### config.mk
export PLATFORM = sky130hd
export DESIGN_NAME = memmap_remap
export DESIGN_NICKNAME = d
export VERILOG_FILES = /design/src/memmap_pkg.sv /design/src/memmap_if.sv /design/src/memmap_decode.sv /design/src/memmap_remap.sv
export SDC_FILE = /design/constraint.sdc
export NUM_CORES = 1
export LEC_CHECK = 0
export ABC_AREA = 1
export CORE_AREA = 2 2 56 110
export DETAILED_ROUTE_END_ITERATION = 10
export DIE_AREA = 0 0 58 112
export DONT_BUFFER_PORTS = 1
export PLACE_DENSITY_LB_ADDON = 0.08
export REMOVE_ABC_BUFFERS = 1
export SETUP_SLACK_MARGIN = 0.4
export SLEW_MARGIN = 15
export SYNTH_ARGS = -nofsm -noshare
export SYNTH_HDL_FRONTEND = slang
export SYNTH_SLANG_ARGS = --single-unit
### constraint.sdc
create_clock -name SYS_CLK_I -period 2.23 [get_ports SYS_CLK_I]
set_input_delay 0.3345 -clock SYS_CLK_I [delete_from_list [all_inputs] [get_ports SYS_CLK_I]]
set_output_delay 0.3345 -clock SYS_CLK_I [all_outputs]
set_load 0.02 [all_outputs]
### src/memmap_pkg.sv
package memmap_pkg;

    // ****************************************************************
    // Address map constants
    // ****************************************************************
    localparam int          ADDR_W          = 32;
    localparam int          SLOT_BITS       = 14;          // 16 kB per slot
    localparam int          SLOT_IDX_W      = 7;           // 128 slots
    localparam int          AREA_BITS       = 21;          // 2 MB area
    localparam logic [31:0] APB_BASE        = 32'hE000_0000;
    localparam logic [31:0] AHB_BASE        = 32'hFFE0_0000;
    localparam logic [31:0] RSVD_LO         = 32'h8000_0000;
    localparam logic [31:0] RSVD_HI         = 32'hDFFF_FFFF;
    localparam logic [31:0] VEC_WIN_TOP     = 32'h0000_003F;   // 64-byte vector window
    localparam int          VEC_WIN_BITS    = 6;
    localparam logic [31:0] FLASH_BASE      = 32'h0000_0000;
    localparam logic [31:0] SRAM_BASE       = 32'h4000_0000;
    localparam logic [31:0] BOOT_BASE       = 32'h7FFF_D000;   // top of on-chip region
    localparam logic [31:0] BOOT_END        = 32'h7FFF_FFFF;
    localparam logic [31:0] FLASH_SIZE_DEF  = 32'h0008_0000;
    localparam logic [31:0] SRAM_SIZE_DEF   = 32'h0000_8000;

    // Exception vector word addresses
    localparam logic [31:0] VEC_RESET       = 32'h0000_0000;
    localparam logic [31:0] VEC_UNDEF       = 32'h0000_0004;
    localparam logic [31:0] VEC_SWI         = 32'h0000_0008;
    localparam logic [31:0] VEC_PABT        = 32'h0000_000C;
    localparam logic [31:0] VEC_DABT        = 32'h0000_0010;
    localparam logic [31:0] VEC_KEY         = 32'h0000_0014;
    localparam logic [31:0] VEC_IRQ         = 32'h0000_0018;
    localparam logic [31:0] VEC_FIQ         = 32'h0000_001C;

    // APB slot map: one bit per slot, 1 = peripheral present
    localparam logic [127:0] APB_USED = 128'h8000_0000_0000_0000_0000_0000_0D80_2FBF;
    // AHB slot map: only the top slot (interrupt controller) present
    localparam logic [127:0] AHB_USED = 128'h8000_0000_0000_0000_0000_0000_0000_0000;

    // Mapping mode encodings (selector reset value = boot loader)
    localparam logic [1:0]  MAP_BOOT        = 2'h0;
    localparam logic [1:0]  MAP_FLASH       = 2'h1;
    localparam logic [1:0]  MAP_RAM         = 2'h2;
    localparam logic [1:0]  MAP_RESET_VAL   = MAP_BOOT;

    // Targets of a decoded access
    typedef enum logic [2:0] {
        TGT_NONE,
        TGT_FLASH,
        TGT_SRAM,
        TGT_BOOT,
        TGT_APB,
        TGT_AHB
    } target_t;

endpackage

### src/memmap_if.sv
`timescale 1ns/1ps
interface memmap_if;
    import memmap_pkg::*;
    logic [31:0] addr;
    logic        is_fetch;
    logic [1:0]  mode;
    logic        target_vld;
    target_t     target;
    logic [31:0] local_addr;
    logic [6:0]  slot;
    logic        abort;

    // Requesting side: address, access kind and current mapping mode
    modport core (output addr, output is_fetch, output mode, input target_vld,
                  input target, input local_addr, input slot, input abort);
    // Decoding side: purely combinational answer to the request
    modport dec  (input addr, input is_fetch, input mode, output target_vld,
                  output target, output local_addr, output slot, output abort);
endinterface

### src/memmap_decode.sv
`timescale 1ns/1ps
module memmap_decode
    import memmap_pkg::*;
#(
    parameter logic [31:0] FLASH_SIZE = FLASH_SIZE_DEF,
    parameter logic [31:0] SRAM_SIZE  = SRAM_SIZE_DEF
) (
    memmap_if.dec            bus
);
    import memmap_pkg::*;

    logic [31:0] addr_i;
    logic        fetch_i;
    logic [1:0]  mode_i;
    logic        target_vld_o;
    target_t     target_o;
    logic [31:0] local_o;
    logic [6:0]  slot_o;
    logic        abort_o;

    // Interface fields mirrored locally to keep the decode readable
    assign addr_i         = bus.addr;
    assign fetch_i        = bus.is_fetch;
    assign mode_i         = bus.mode;
    assign bus.target_vld = target_vld_o;
    assign bus.target     = target_o;
    assign bus.local_addr = local_o;
    assign bus.slot       = slot_o;
    assign bus.abort      = abort_o;

    // ****************************************************************
    // Helpers
    // ****************************************************************
    // Slot index from the bits above the low fourteen
    function automatic logic [6:0] slot_of(input logic [31:0] a);
        slot_of = a[SLOT_BITS +: SLOT_IDX_W];
    endfunction

    function automatic logic in_rng(input logic [31:0] a, input logic [31:0] lo,
                                    input logic [31:0] hi);
        in_rng = (a >= lo) && (a <= hi);
    endfunction

    // ****************************************************************
    // Decode
    // ****************************************************************
    // Vector window checked first, then fixed natural ranges
    always_comb begin
        target_o     = TGT_NONE;
        local_o      = 32'h0000_0000;
        slot_o       = 7'h00;
        abort_o      = 1'b0;
        target_vld_o = 1'b0;
        if (addr_i <= VEC_WIN_TOP && mode_i != MAP_FLASH) begin
            target_vld_o = 1'b1;
            if (mode_i == MAP_RAM) begin
                target_o = TGT_SRAM;
                local_o  = {26'h0, addr_i[VEC_WIN_BITS-1:0]};
            end else begin
                target_o = TGT_BOOT;
                local_o  = {26'h0, addr_i[VEC_WIN_BITS-1:0]};
            end
        end else if (addr_i < FLASH_BASE + FLASH_SIZE) begin
            target_vld_o = 1'b1;
            target_o     = TGT_FLASH;
            local_o      = addr_i - FLASH_BASE;
        end else if (in_rng(addr_i, SRAM_BASE, SRAM_BASE + SRAM_SIZE - 32'h1)) begin
            target_vld_o = 1'b1;
            target_o     = TGT_SRAM;
            local_o      = addr_i - SRAM_BASE;
        end else if (in_rng(addr_i, BOOT_BASE, BOOT_END)) begin
            target_vld_o = 1'b1;
            target_o     = TGT_BOOT;
            local_o      = addr_i - BOOT_BASE;
        end else if (in_rng(addr_i, RSVD_LO, RSVD_HI)) begin
            abort_o = 1'b1;
        end else if (addr_i[31:AREA_BITS] == APB_BASE[31:AREA_BITS]) begin
            slot_o = slot_of(addr_i);
            if (APB_USED[slot_of(addr_i)] && !fetch_i) begin
                target_vld_o = 1'b1;
                target_o     = TGT_APB;
                // Word aligned, no byte-lane steering
                local_o      = {18'h0, addr_i[SLOT_BITS-1:2], 2'b00};
            end else begin
                abort_o = 1'b1;
            end
        end else if (addr_i[31:AREA_BITS] == AHB_BASE[31:AREA_BITS]) begin
            slot_o = slot_of(addr_i);
            if (AHB_USED[slot_of(addr_i)] && !fetch_i) begin
                target_vld_o = 1'b1;
                target_o     = TGT_AHB;
                local_o      = {18'h0, addr_i[SLOT_BITS-1:2], 2'b00};
            end else begin
                abort_o = 1'b1;
            end
        end else begin
            abort_o = 1'b1;
        end
    end

endmodule

### src/memmap_remap.sv
`timescale 1ns/1ps
// Contract
// - Two 2 MB peripheral areas, 128 slots
// - Each slot spans 16 kB
// - Peripheral registers word aligned, no lanes
// - APB slot n at base plus n*16k
// - Exception vectors at fixed low words
// - Reset selects boot loader vector mapping
// - User flash mode: no redirection
// - User RAM mode: vectors from SRAM
// - Redirect window covers 64 bytes
// - Boot block fixed at top of memory
// - Other regions fixed in every mode
// - Redirected region still at natural address
// - Reserved ranges raise bus abort
module memmap_remap
    import memmap_pkg::*;
#(
    parameter logic [31:0] FLASH_SIZE = memmap_pkg::FLASH_SIZE_DEF,
    parameter logic [31:0] SRAM_SIZE  = memmap_pkg::SRAM_SIZE_DEF
) (
    input  wire logic                SYS_CLK_I,
    input  wire logic                RESET_I,
    input  wire logic                ADDR_VALID_I,
    input  wire logic [31:0]         ADDR_I,
    input  wire logic                FETCH_I,
    input  wire logic                MODE_WR_I,
    input  wire logic [1:0]          MODE_DATA_I,
    output logic                     SEL_VALID_O,
    output memmap_pkg::target_t      TARGET_O,
    output logic [31:0]              LOCAL_ADDR_O,
    output logic [6:0]               SLOT_O,
    output logic                     ABORT_O,
    output logic                     VECTOR_O,
    output logic [2:0]               VECTOR_ID_O,
    output logic [1:0]               MODE_O
);
    import memmap_pkg::*;

    // ****************************************************************
    // Mapping mode selector
    // ****************************************************************
    logic [1:0] mode_ff;
    logic [1:0] nxt_mode;

    // Illegal encodings ignored so the map never lands in an undefined state
    always_comb begin
        nxt_mode = mode_ff;
        if (MODE_WR_I && MODE_DATA_I != 2'h3) begin
            nxt_mode = MODE_DATA_I;
        end
    end

    // Any reset returns to boot loader mapping
    always_ff @(posedge SYS_CLK_I or posedge RESET_I) begin
        if (RESET_I) begin
            mode_ff <= MAP_RESET_VAL;
        end else begin
            mode_ff <= nxt_mode;
        end
    end

    // ****************************************************************
    // Address decode
    // ****************************************************************
    logic        dec_vld;
    target_t     dec_tgt;
    logic [31:0] dec_local;
    logic [6:0]  dec_slot;
    logic        dec_abort;

    memmap_if    dec_bus ();

    // Mode written this cycle applies to the next access
    assign dec_bus.addr     = ADDR_I;
    assign dec_bus.is_fetch = FETCH_I;
    assign dec_bus.mode     = mode_ff;
    assign dec_vld          = dec_bus.target_vld;
    assign dec_tgt          = dec_bus.target;
    assign dec_local        = dec_bus.local_addr;
    assign dec_slot         = dec_bus.slot;
    assign dec_abort        = dec_bus.abort;

    // Decoder answers in the same cycle; the flops below add the latency
    memmap_decode #(
        .FLASH_SIZE (FLASH_SIZE),
        .SRAM_SIZE  (SRAM_SIZE)
    ) u_decode (
        .bus        (dec_bus)
    );

    // ****************************************************************
    // Vector identification
    // ****************************************************************
    logic       vec_hit;
    logic [2:0] vec_id;

    // Word index of exception vector; key word 0x14 is not an exception
    always_comb begin
        vec_hit = 1'b0;
        vec_id  = ADDR_I[4:2];
        if (FETCH_I && ADDR_I[31:5] == VEC_RESET[31:5] && ADDR_I[1:0] == 2'b00) begin
            vec_hit = (ADDR_I != VEC_KEY);
        end
    end

    // ****************************************************************
    // Registered outputs
    // ****************************************************************
    logic        sel_ff;
    target_t     tgt_ff;
    logic [31:0] local_ff;
    logic [6:0]  slot_ff;
    logic        abort_ff;
    logic        vec_ff;
    logic [2:0]  vid_ff;
    logic        nxt_sel;
    target_t     nxt_tgt;
    logic [31:0] nxt_local;
    logic [6:0]  nxt_slot;
    logic        nxt_abort;
    logic        nxt_vec;
    logic [2:0]  nxt_vid;

    // Idle cycles show no selection and no abort
    always_comb begin
        nxt_sel   = ADDR_VALID_I & dec_vld;
        nxt_tgt   = ADDR_VALID_I ? dec_tgt : TGT_NONE;
        nxt_local = ADDR_VALID_I ? dec_local : 32'h0000_0000;
        nxt_slot  = ADDR_VALID_I ? dec_slot : 7'h00;
        nxt_abort = ADDR_VALID_I & dec_abort;
        nxt_vec   = ADDR_VALID_I & vec_hit;
        nxt_vid   = ADDR_VALID_I ? vec_id : 3'h0;
    end

    // One cycle of latency, outputs straight from flops
    always_ff @(posedge SYS_CLK_I or posedge RESET_I) begin
        if (RESET_I) begin
            sel_ff   <= 1'b0;
            tgt_ff   <= TGT_NONE;
            local_ff <= 32'h0000_0000;
            slot_ff  <= 7'h00;
            abort_ff <= 1'b0;
            vec_ff   <= 1'b0;
            vid_ff   <= 3'h0;
        end else begin
            sel_ff   <= nxt_sel;
            tgt_ff   <= nxt_tgt;
            local_ff <= nxt_local;
            slot_ff  <= nxt_slot;
            abort_ff <= nxt_abort;
            vec_ff   <= nxt_vec;
            vid_ff   <= nxt_vid;
        end
    end

    assign SEL_VALID_O  = sel_ff;
    assign TARGET_O     = tgt_ff;
    assign LOCAL_ADDR_O = local_ff;
    assign SLOT_O       = slot_ff;
    assign ABORT_O      = abort_ff;
    assign VECTOR_O     = vec_ff;
    assign VECTOR_ID_O  = vid_ff;
    assign MODE_O       = mode_ff;

endmodule

Word level (Yosys, flattened, before mapping). Memories as Yosys holds them, arrays and structs flattened. Index checks and enable logic that the tools add are counted.

Register bits after elaboration: 50. Bits in read-only memories: 256. Output and inout bits: 50. Word-level logic and storage cells: 93. Memories kept: 2.

Add/subtract/negate cells: 2. Order comparisons: 9. Eq/ne operators: 6. Mux-type cells: 51. Bitwise gates (word level): 3. Reductions and logical operators: 12.

Memory list: (no name shown) (depth 128, bits a word 1, rd ports 1, clocked after memory_dff 0, wr ports 0, line memmap_decode.sv:79) `if (APB_USED[slot_of(addr_i)] && !fetch_i) begin`; (no name shown) (depth 128, bits a word 1, rd ports 1, clocked after memory_dff 0, wr ports 0, line memmap_decode.sv:89) `if (AHB_USED[slot_of(addr_i)] && !fetch_i) begin`.

Operator list (count): 32-bit two-way mux (8); 32-bit by 31-bit >= comparator with 1-bit output (second input constant) (2); 32-bit by 31-bit <= comparator with 1-bit output (second input constant) (2); 32-bit by 31-bit subtractor with 32-bit output (second input constant) (2); 7-bit two-way mux (8); 3-bit two-way mux (11); 32-bit >= comparator (second input constant) (1); 32-bit <= comparator (second input constant) (1); 32-bit by 6-bit <= comparator with 1-bit output (second input constant) (1); 32-bit by 20-bit < comparator with 1-bit output (second input constant) (1); 32-bit by 5-bit != test with 1-bit output (second input constant) (1); 14-bit two-way mux (2); 27-bit logical NOT (1); 11-bit == test (second input constant) (2); 1-bit two-way mux (22); 1-bit logical AND (9); 7-bit by 8-bit < comparator with 1-bit output (second input constant) (1); 1-bit AND (3); 2-bit == test (second input constant) (1); 2-bit logical NOT (1); 2-bit by 1-bit != test with 1-bit output (second input constant) (1); 2-bit != test (second input constant) (1); 1-bit logical NOT (1).

Longest topological paths before layout. Gate-level depths: netlist of the first run.

Word-level depth: 12. Depth in mapped cells: 14. Mapped depth without buffers: 13.

Hierarchy. A second synthesis of the first run with hierarchy kept.

Cell total of the unflattened synthesis: 579. Area total of the unflattened synthesis: 3612.2 µm².

Modules (own cells, without submodules): memmap_remap (times used 1, cells an instance 214, area an instance 1886.8 µm², seq. area each 1251.2 µm²); memmap_decode (times used 1, cells an instance 365, area an instance 1725.4 µm², seq. area each 0.0 µm²).

Worst setup path before layout of the first run. Ideal clock, no wire load.

Path type: input to register. Start: input port ADDR_I[31]. End: register local_ff[5], in the netlist LOCAL_ADDR_O[5]. Setup time: 118 ps. Arrival: 1650 ps. Path slack: 461 ps. Cell stages on the path: 13. Path buffers: 1. Cell sequence: buf_2 -> inv_2 -> ha_1 -> inv_1 -> nor2_1 -> nand3_2 -> nor2_4 -> nor2_2 -> nor2_4 -> nor2_4 -> nand3_2 -> nand2_2 -> nor2_1.

Word-level cells in the longest chain between the ends: 9. Elaborated cells between the ends (all ways): 22. Those cells by class: order compare (8); eq/ne (2); mux (8); reduce/logical (4).

RTL lines: from (decl) (line memmap_remap.sv:25) `input wire logic [31:0] ADDR_I,`; branches (longest 7 deep; another with 32-bit >= comparator); 32-bit two-way mux (*) (line memmap_decode.sv:54) `if (addr_i <= VEC_WIN_TOP && mode_i != MAP_FLASH) begin`; 32-bit two-way mux (*) (line memmap_remap.sv:129) `nxt_local = ADDR_VALID_I ? dec_local : 32'h0000_0000;`; named net nxt_local[5] (line memmap_remap.sv:119) `logic [31:0] nxt_local;`; to (signal assigned) (line memmap_remap.sv:149) `local_ff <= nxt_local;`; to (decl) (line memmap_remap.sv:112) `logic [31:0] local_ff;`.

Mark *: on every way through the listed nets, which the timed path passes. A chain may end at the register's enable or synchronous reset.

Worst setup path in the final report of the first run.
Start: input port ADDR_I[13]. End: register local_ff[27], in the netlist LOCAL_ADDR_O[27].

Word-level cells in the longest chain between the ends: 8. Elaborated cells between the ends (all ways): 20. Those cells by class: add/sub (2); order compare (8); mux (6); reduce/logical (4).

RTL lines: 32-bit >= comparator or 32-bit <= comparator (tied branches) (line memmap_decode.sv:41) `in_rng = (a >= lo) && (a <= hi);`; 1-bit logical AND (line memmap_decode.sv:41); 32-bit two-way mux (line memmap_decode.sv:75) `end else if (in_rng(addr_i, RSVD_LO, RSVD_HI)) begin`; 32-bit two-way mux (line memmap_decode.sv:71) `end else if (in_rng(addr_i, BOOT_BASE, BOOT_END)) begin`; 32-bit two-way mux (line memmap_decode.sv:67) `end else if (in_rng(addr_i, SRAM_BASE, SRAM_BASE + SRAM_SIZE - 32'h1)) begin`; 32-bit two-way mux (line memmap_decode.sv:63) `end else if (addr_i < FLASH_BASE + FLASH_SIZE) begin`; 32-bit two-way mux (*) (line memmap_decode.sv:54); 32-bit two-way mux (*) (line memmap_remap.sv:129); named net nxt_local[27] (line memmap_remap.sv:119).

Mark *: on every way through the listed nets, which the timed path passes. The rest lies on a longest branch.

==> impl_metrics.json, run 1 <==
{
  "tightestPinTransition_ns": 0.605,
  "dp_slack_ns": 0.133,
  "finalNonFillerCells": 465,
  "ys_top_cells_by_area": "dfrtp_1, nand2_1, nor2_1",
  "route.detailed.drc": 0,
  "synth_top_cell_area_share_pct": 41.7,
  "grt_overflow": 0,
  "drive_above_1_share_pct": 11.6,
  "outcome": "finished, final reports clean",
  "arrival_ns": 1.92,
  "setup_viol": 0,
  "cts_root_buf": "clkbuf_16",
  "start_kind": "primary input",
  "multi_input_area_sq_mm": 0.00152,
  "avgRoutedWirePerCell_um": 18.8,
  "chipWidth_um": 58,
  "num_rows": 39,
  "io_buffers": 0,
  "cts_tree": "yes",
  "cp_slowest_cell": "o21ai_0",
  "drtIter0Drc": 121,
  "vias": 2655,
  "ctsLongestPathBuffers": 2,
  "ant_nets": 0,
  "grt_pass1_wl_mm": 13.2,
  "clkTransAtPathRegs_ns": 0.07,
  "nNetsFinal": 450,
  "dp.cells": 457,
  "crit_chain": "inv_1, ha_1, nand3_1, nor2_1, nand2_1, o21ai_0, o21ai_4, buf_4, o21ai_0, nor2_1",
  "syn_inst": 402,
  "antenna_cells": 0,
  "initial_core_util_pct": 53.0,
  "core_sq_mm": 0.00566,
  "final_common_cell": "nand2_1",
  "crit_family": "compound AO/OA/AOI/OAI gates",
  "worst-path-buf-inv": 2,
  "hold_viol_final": 0,
  "seq_area_frac_synth_pct": 41.7,
  "wl_mm": 8.75,
  "synth_top_cell_by_area": "dfrtp_1",
  "syn_to_final_growth_pct": 6.50,
  "die_h_um": 112,
  "insertion_delay_ns": 0.30,
  "ios": 89,
  "layout_common_cells": "nand2_1, nor2_1, dfrtp_1, inv_1, nand3_1",
  "required_ns": 2.40,
  "hp-class": "primary input to asynchronous set/reset pin",
  "dieArea_sq_mm": 0.00650,
  "avgSynthCellArea_sq_um": 7.47,
  "clock_sinks": 50,
  "period_share_pct": 78.6,
  "p_total_mw": 2.00,
  "min_period_ns": 1.75,
  "worstSetupEndpointType": "flop",
  "crit_fanout": 13,
  "h-tree-depth": 2,
  "ys_warn_count": 0,
  "p_leak_nw": 1.56,
  "grt_pass1_vias": 2569,
  "track_usage_pct": 27.6,
  "crit_path_max_incr_delay_ns": 0.28,
  "antenna_found_initial": 0,
  "rsz0062_at_grt": "false",
  "yosysUniqueCellTypes": 32,
  "slew_violations": 0,
  "setup_slack_ns": 0.477,
  "hpwl_mm": 6.94,
  "cap_violations": 0,
  "skew_ns": 0.00987,
  "ir_drop_mv": 0.593,
  "ys_seq_elements": 50,
  "regArea_sq_mm": 0.00125,
  "gp_congestion": 1.02,
  "syn-cell-area_sq_mm": 0.00300,
  "numCtsBuffers": 5,
  "max_freq_ghz": 0.571,
  "grt_max_degree": 51,
  "avgViaCountPerCell": 5.71,
  "path_class": "primary input to flop",
  "holdWs_ns": 0.0814,
  "power_density_mw_per_mm2": 625,
  "fill_cells": 550,
  "ctsHoldBuffers": 0,
  "r2r_slack_ns": 0.55,
  "relSlewSlack_pct": 59.7,
  "first_pass_iters": 5,
  "setup_tns_ns": 0
}
final timing paths:
path	depth (start not counted)	end	from
worst max-delay path	10	LOCAL_ADDR_O[27]	ADDR_I[13]
worst min-delay path	2	LOCAL_ADDR_O[27]	RESET_I
worst max register to register	7	LOCAL_ADDR_O[13]	MODE_O[0]
worst min register to register	2	MODE_O[0]	MODE_O[0]
max in group asynchronous	2	LOCAL_ADDR_O[10]	RESET_I
min in group SYS_CLK_I	2	VECTOR_ID_O[0]	ADDR_I[2]
cell families after synthesis:
logic type,share of synthesized area [%]
DFF,41.7
and+or+nand+nor,39.6
buffers and inverters,7.79
AOI/OAI and AO/OA,6.42
adders and majority gates,3.33
xor gates and xnor gates,1.17
report_power, final:
group / leakage, nW / switching [mW] / internal (mW)
clock network: 0.0698 / 0.335 / 0.415
logic: 0.812 / 0.171 / 0.0696
registers: 0.676 / 0.0644 / 0.943
flip-flops by register name (all words and copies together), names as in the netlist:
signal,flops
MODE_O,2
SEL_VALID_O,1
ABORT_O,1
VECTOR_ID_O,3
SLOT_O,7
VECTOR_O,1
LOCAL_ADDR_O,32
TARGET_O,3
layout make-up:
type	count	area share (%)
well taps	61	2.39
flip-flops and latches	50	39.1
clock inverters	3	0.665
repair buffers	2	0.470
clock buffers	5	3.91
inverters	49	5.75
multi-input cells	295	47.7
per-layer routing:
layer	track usage [%]	wire length [um]	vias up
met5	0	0	-
met4	15.8	368	0
met3	5.11	510	28
met2	51.2	4870	122
met1	27.0	3000	1217
li1	-	-	1288
synth_stat cells:
cell type and number:
nand2_1 84, clkbuf_1 2, nor3_4 1, xor2_1 3, a31oi_1 1, a21oi_1 12, or2_2 1, nand2_4 1
nor2_1 70, nand4_1 14, nand2_8 1, nand2_2 7, inv_1 43, o21ai_0 19, nor4_4 1, o211ai_1 1
o21ai_2 1, xnor2_1 1, clkinv_1 1, buf_6 2, inv_2 5, ha_1 8, nor3_1 13, buf_2 4
nor2_2 7, nand3_2 3, nand3_1 33, nor2_4 6, o21ai_1 3, nor3_2 2, dfrtp_1 50, nor4_1 2
through the flow:
stage,utilization [%],instance area (sq um)
floorplan,-,2950
global placement,53.8,3040
detailed placement,53.8,3040
CTS,56.3,3190
global route,56.5,3200
finish,56.5,3200
timing repair:
action                                  4_1_cts  5_1_grt
endpoints found under the hold margin         0        0
endpoints found under the setup margin        0       11
gates resized for setup                       0        1
setup buffers                                 0        0
No activity file was read; power rests on OpenSTA's default activity.
==> run 2: changes to the inputs <==
--- a/config.mk
+++ b/config.mk
@@ -5,10 +5,10 @@
 export SDC_FILE = /design/constraint.sdc
 export NUM_CORES = 1
 export LEC_CHECK = 0
-export ABC_AREA = 1
-export CORE_AREA = 2 2 56 110
+export ABC_AREA = 0
+export CORE_AREA = 2 2 52 102
 export DETAILED_ROUTE_END_ITERATION = 10
-export DIE_AREA = 0 0 58 112
+export DIE_AREA = 0 0 54 104
 export DONT_BUFFER_PORTS = 1
 export PLACE_DENSITY_LB_ADDON = 0.08
 export REMOVE_ABC_BUFFERS = 1
==> constraint.sdc (replaced) <==
create_clock -name SYS_CLK_I -period 1.5 [get_ports SYS_CLK_I]
set_input_delay 0.225 -clock SYS_CLK_I [delete_from_list [all_inputs] [get_ports SYS_CLK_I]]
set_output_delay 0.225 -clock SYS_CLK_I [all_outputs]
set_load 0.02 [all_outputs]
==> impl_metrics.json, run 2 <==
{
  "outcome": "finished with violations",
  "violations": "negative setup slack",
  "fill_cells": 341,
  "synth_top_cell_area_share_pct": 49.3,
  "yosysMostFrequentCell": "dfrtp_1",
  "synthArstFlopShare_pct": 100,
  "placed_cell_area_sq_mm": 0.00307,
  "avgViaCountPerCell": 6.28,
  "track_usage_pct": 32.2,
  "required_ns": 1.76,
  "final_common_cell": "buf_4",
  "antenna_cells": 0,
  "crit_chain": "clkinv_16, ha_4, or3b_1, or4_1, o21a_1, or2_4, buf_8, a31oi_4, and2_1",
  "largest_register_ffs": 32,
  "io_buffers": 0,
  "h-tree-depth": 2,
  "power_density_mw_per_mm2": 783,
  "yosysUniqueCellTypes": 44,
  "slew_violations": 0,
  "min_period_ns": 1.84,
  "synth_edf_count": 0,
  "drtIter0Drc": 76,
  "start_kind": "primary input",
  "p_leak_nw": 1.60,
  "antenna_found_initial": 0,
  "cts_tree": "yes",
  "crit_path_max_incr_delay_ns": 0.41,
  "worstSetupEndpointType": "flop",
  "seq_area_frac_synth_pct": 49.3,
  "route.detailed.drc": 0,
  "grt_pass1_wl_mm": 12.9,
  "initial_core_util_pct": 52.2,
  "cts_root_buf": "clkbuf_8",
  "nNetsFinal": 380,
  "clock_sinks": 50,
  "synth_top_cell_by_area": "dfrtp_1",
  "rsz0062_at_grt": "true",
  "path_class": "primary input to flop",
  "drive_above_1_share_pct": 40.0,
  "dieArea_sq_mm": 0.00562,
  "ir_drop_mv": 0.717,
  "avgSynthCellArea_sq_um": 9.76,
  "relSlewSlack_pct": 65.9,
  "syn_to_final_growth_pct": 43.5,
  "ys_seq_elements": 50,
  "gp_congestion": 0.930,
  "setup_slack_ns": -0.340,
  "setup_viol": 44,
  "crit_fanout": 10,
  "ios": 89,
  "syn-cell-area_sq_mm": 0.00254,
  "grt_pass1_vias": 2592,
  "die_h_um": 104,
  "wl_mm": 8.53,
  "grt_overflow": 0,
  "hold_viol_final": 0,
  "max_freq_ghz": 0.543,
  "ant_nets": 0,
  "first_pass_iters": 4,
  "ys_top_cells_by_area": "dfrtp_1, and2_1, nor2_1",
  "tightestPinTransition_ns": 0.510,
  "core_sq_mm": 0.00486,
  "finish.utilization_pct": 74.8,
  "cap_violations": 0,
  "grt_max_degree": 51,
  "clkTransAtPathRegs_ns": 0.09,
  "final_area_sq_mm": 0.00364,
  "hp-class": "primary input to flop",
  "num_rows": 36,
  "skew_ns": 0.00915,
  "layout_common_cells": "buf_4, dfrtp_1, nor2_1, and2_1, buf_6",
  "numCtsBuffers": 5,
  "cp_slowest_cell": "or4_1",
  "syn_inst": 260,
  "hpwl_mm": 6.15,
  "chipWidth_um": 54,
  "crit_family": "simple AND/OR/NAND/NOR gates",
  "ctsLongestPathBuffers": 2,
  "worst-path-buf-inv": 2,
  "avgRoutedWirePerCell_um": 21.8,
  "period_share_pct": 123,
  "synthFlopType": "dfrtp_1",
  "arrival_ns": 2.10,
  "yosys-top-cells-count": "dfrtp_1, nor2_1, and2_1, nor3_1, nand2_1",
  "ys_warn_count": 0,
  "vias": 2460,
  "insertion_delay_ns": 0.32
}
-- run 2: what timing repair did --
item	CTS	global route
gates resized for setup	48	32
endpoints found under the setup margin	45	47
hold endpoints to repair	52	0
hold buffers	3	0
setup buffers	5	2
pin swaps	27	20
-- run 2: through the flow --
| stage | total power, mW | worst slack, ns | hold slack [ns] | std cells | setup TNS, ns |
|---|---|---|---|---|---|
| after floorplan | 1.65 | -1.02 | 0.295 | 251 | -33.96 |
| after CTS | 2.81 | -0.342 | 0.0174 | 390 | -11.41 |
| after global routing | 2.96 | -0.404 | 0.0174 | 392 | -13.70 |
| after global placement | 1.79 | -0.839 | 0.168 | 374 | -33.17 |
| after detailed placement | 1.80 | -0.904 | 0.172 | 374 | -35.18 |
| final | 2.85 | -0.340 | 0.0243 | 392 | -11.10 |
-- run 2: power breakdown --
group          switching, mW  internal, mW  total (mW)
Clock                  0.477         0.496       0.973
Sequential            0.0674          1.39        1.46
Combinational          0.215         0.204       0.420
Total                  0.760          2.09        2.85
-- run 2: layer usage --
metal  track usage [%]  part of all wire (%)
met1              33.1                    32
met2              55.0                    55
met3              6.32                   5.7
met4              21.4                   7.1
met5                 0                     0
-- run 2: worst register-to-register path, delay by kind of cell, from the launching register on --
kind            cells  cell delay [ns]
simple gates        4             0.50
buf+inv             1             0.17
flops               1             0.39
compound gates      2             0.49
-- run 2: kinds of logic (layout without fill, tap and decap cells) --
| logic type | count (synthesis) | count (layout) | synth area share [%] |
|---|---|---|---|
| AOI/OAI and AO/OA | 47 | 47 | 13.1 |
| adders and majority gates | 7 | 7 | 3.45 |
| buffers and inverters | 18 | 93 | 3.25 |
| DFF | 50 | 50 | 49.3 |
| and+or+nand+nor | 138 | 138 | 30.9 |
-- run 2: path summary, 6_finish.rpt --
check | from | endpoint | slack, ns | cells after the start
min in group asynchronous | RESET_I | SLOT_O[5] | 0.39 | 3
worst max register to register | MODE_O[1] | LOCAL_ADDR_O[15] | -0.11 | 7
max in group asynchronous | RESET_I | ABORT_O | 0.88 | 3
worst min-delay path | ADDR_I[20] | LOCAL_ADDR_O[20] | 0.02 | 2
worst min register to register | MODE_O[1] | MODE_O[1] | 0.66 | 3
worst max-delay path | ADDR_I[31] | LOCAL_ADDR_O[3] | -0.34 | 9
-- run 2: layout make-up --
cell class	count	area [sq um]	share of cell area [%]
clock inverter	3	45.0	1.24
sequential	50	1250	34.4
clock buffer	5	68.8	1.89
inverter	9	63.8	1.75
tap	57	71.3	1.96
timing repair buffer	76	647	17.8
multi-input combinational	192	1490	41.0
==> run 3: changes to the inputs <==
--- a/config.mk
+++ b/config.mk
@@ -6,9 +6,11 @@
 export NUM_CORES = 1
 export LEC_CHECK = 0
 export ABC_AREA = 0
-export CORE_AREA = 2 2 52 102
+export CELL_PAD_IN_SITES_DETAIL_PLACEMENT = 0
+export CELL_PAD_IN_SITES_GLOBAL_PLACEMENT = 1
+export CORE_AREA = 2 2 58 115
 export DETAILED_ROUTE_END_ITERATION = 10
-export DIE_AREA = 0 0 54 104
+export DIE_AREA = 0 0 60 117
 export DONT_BUFFER_PORTS = 1
 export PLACE_DENSITY_LB_ADDON = 0.08
 export REMOVE_ABC_BUFFERS = 1
==> impl_metrics.json, run 3 (synthesized netlist as in run 2, its figures left out) <==
{
  "outcome": "finished with violations",
  "violations": "negative setup slack",
  "core_sq_mm": 0.00621,
  "ant_nets": 0,
  "crit_fanout": 10,
  "avgViaCountPerCell": 5.61,
  "cts_root_buf": "clkbuf_16",
  "cp_slowest_cell": "or4_4",
  "required_ns": 1.68,
  "die_h_um": 117,
  "grt_overflow": 0,
  "drive_above_1_share_pct": 40.5,
  "fill_cells": 528,
  "path_class": "primary input to flop",
  "skew_ns": 0.00544,
  "relSlewSlack_pct": 63.0,
  "clkTransAtPathRegs_ns": 0.06,
  "p_leak_nw": 1.59,
  "r2r_slack_ns": 0.03,
  "initial_core_util_pct": 40.9,
  "power_density_mw_per_mm2": 810,
  "setup_slack_ns": -0.429,
  "tightestPinTransition_ns": 0.549,
  "num_rows": 41,
  "track_usage_pct": 25.3,
  "rsz0062_at_grt": "true",
  "period_share_pct": 129,
  "antenna_cells": 0,
  "grt_pass1_wl_mm": 13.0,
  "nNetsFinal": 371,
  "crit_chain": "or4_4, o41ai_4, o21ai_2, or2_4, buf_4, buf_16, a31oi_1, nor2_2",
  "vias": 2312,
  "cap_violations": 0,
  "start_kind": "primary input",
  "hp-class": "primary input to flop",
  "syn_to_final_growth_pct": 44.9,
  "arrival_ns": 2.11,
  "slew_violations": 0,
  "chipWidth_um": 60,
  "route.detailed.drc": 0,
  "avgRoutedWirePerCell_um": 20.3,
  "ir_drop_mv": 0.540,
  "dp_slack_ns": -0.886,
  "final_area_sq_mm": 0.00368,
  "antenna_found_initial": 0,
  "largest_register_ffs": 32,
  "crit_path_max_incr_delay_ns": 0.55,
  "final_common_cell": "buf_4",
  "clock_sinks": 50,
  "grt_pass1_vias": 2471,
  "ctsLongestPathBuffers": 2,
  "first_pass_iters": 4,
  "io_buffers": 0,
  "cts_tree": "yes",
  "insertion_delay_ns": 0.29,
  "finish.utilization_pct": 59.2,
  "worstSetupEndpointType": "flop",
  "numCtsBuffers": 5,
  "setup_viol": 44,
  "dieArea_sq_mm": 0.00702,
  "placed_cell_area_sq_mm": 0.00307,
  "wl_mm": 8.35,
  "min_period_ns": 1.93,
  "hold_viol_final": 0,
  "holdWs_ns": 0.0207,
  "h-tree-depth": 2,
  "grt_max_degree": 33,
  "ios": 89,
  "drtIter0Drc": 83,
  "hpwl_mm": 6.11,
  "max_freq_ghz": 0.519,
  "layout_common_cells": "buf_4, dfrtp_1, and2_1, nor2_1",
  "gp_congestion": 0.888
}
==> run 3: repair_timing <==
action,4_1_cts,5_1_grt
hold endpoints to repair,19,0
resized for setup,60,26
endpoints found under the setup margin,45,45
pin swaps,31,12
hold buffers,2,0
cloned,1,0
setup buffers,2,1
==> run 3: cell type report <==
cell class              count  area, sq um  area share [%]
well taps                  86          108            2.93
flip-flops and latches     50         1250            34.0
multi-input cells         192         1530            41.6
repair buffers             67          594            16.2
clock inverters             3         21.3           0.579
inverters                   9         46.3            1.26
clock buffers               5          125            3.40
==> run 3: where the power goes <==
part	leakage, nW	internal (mW)	switching (mW)
Sequential	0.679	1.39	0.0641
Combinational	0.836	0.199	0.217
Clock	0.0698	0.617	0.488
==> run 3: path summary, 6_finish.rpt <==
check                      startpoint                to  cells past startpoint
max                        ADDR_I[15]  LOCAL_ADDR_O[23]                      8
min                        ADDR_I[12]  LOCAL_ADDR_O[12]                      1
max reg2reg                 MODE_O[1]  LOCAL_ADDR_O[21]                      6
min reg2reg                 MODE_O[1]         MODE_O[1]                      3
max in group asynchronous     RESET_I  LOCAL_ADDR_O[14]                      3
min in group asynchronous     RESET_I  LOCAL_ADDR_O[10]                      2
==> run 3: layer usage <==
layer	part of all wire [%]	vias up	global-route usage, %	wire length (um)
li1	-	1077	-	-
met1	38	1140	29.5	3150
met2	55	77	44.7	4630
met3	4.0	18	3.85	333
met4	2.8	0	10.2	234
met5	0	-	0	0
==> run 3: per-stage QoR <==
stage          setup TNS [ns]  power (mW)  instances
2_1_floorplan          -33.96        1.65        251
3_3_place_gp           -33.46        1.78        398
3_5_place_dp           -35.57        1.79        398
4_1_cts                -14.63        2.99        411
5_1_grt                -16.61        3.12        412
6_report               -13.91        2.98        412
==> run 3: worst max-delay path, delay by kind of cell <==
kind	cells	cell delay, ns
compound gates	3	0.69
buf+inv	2	0.30
simple gates	3	0.90
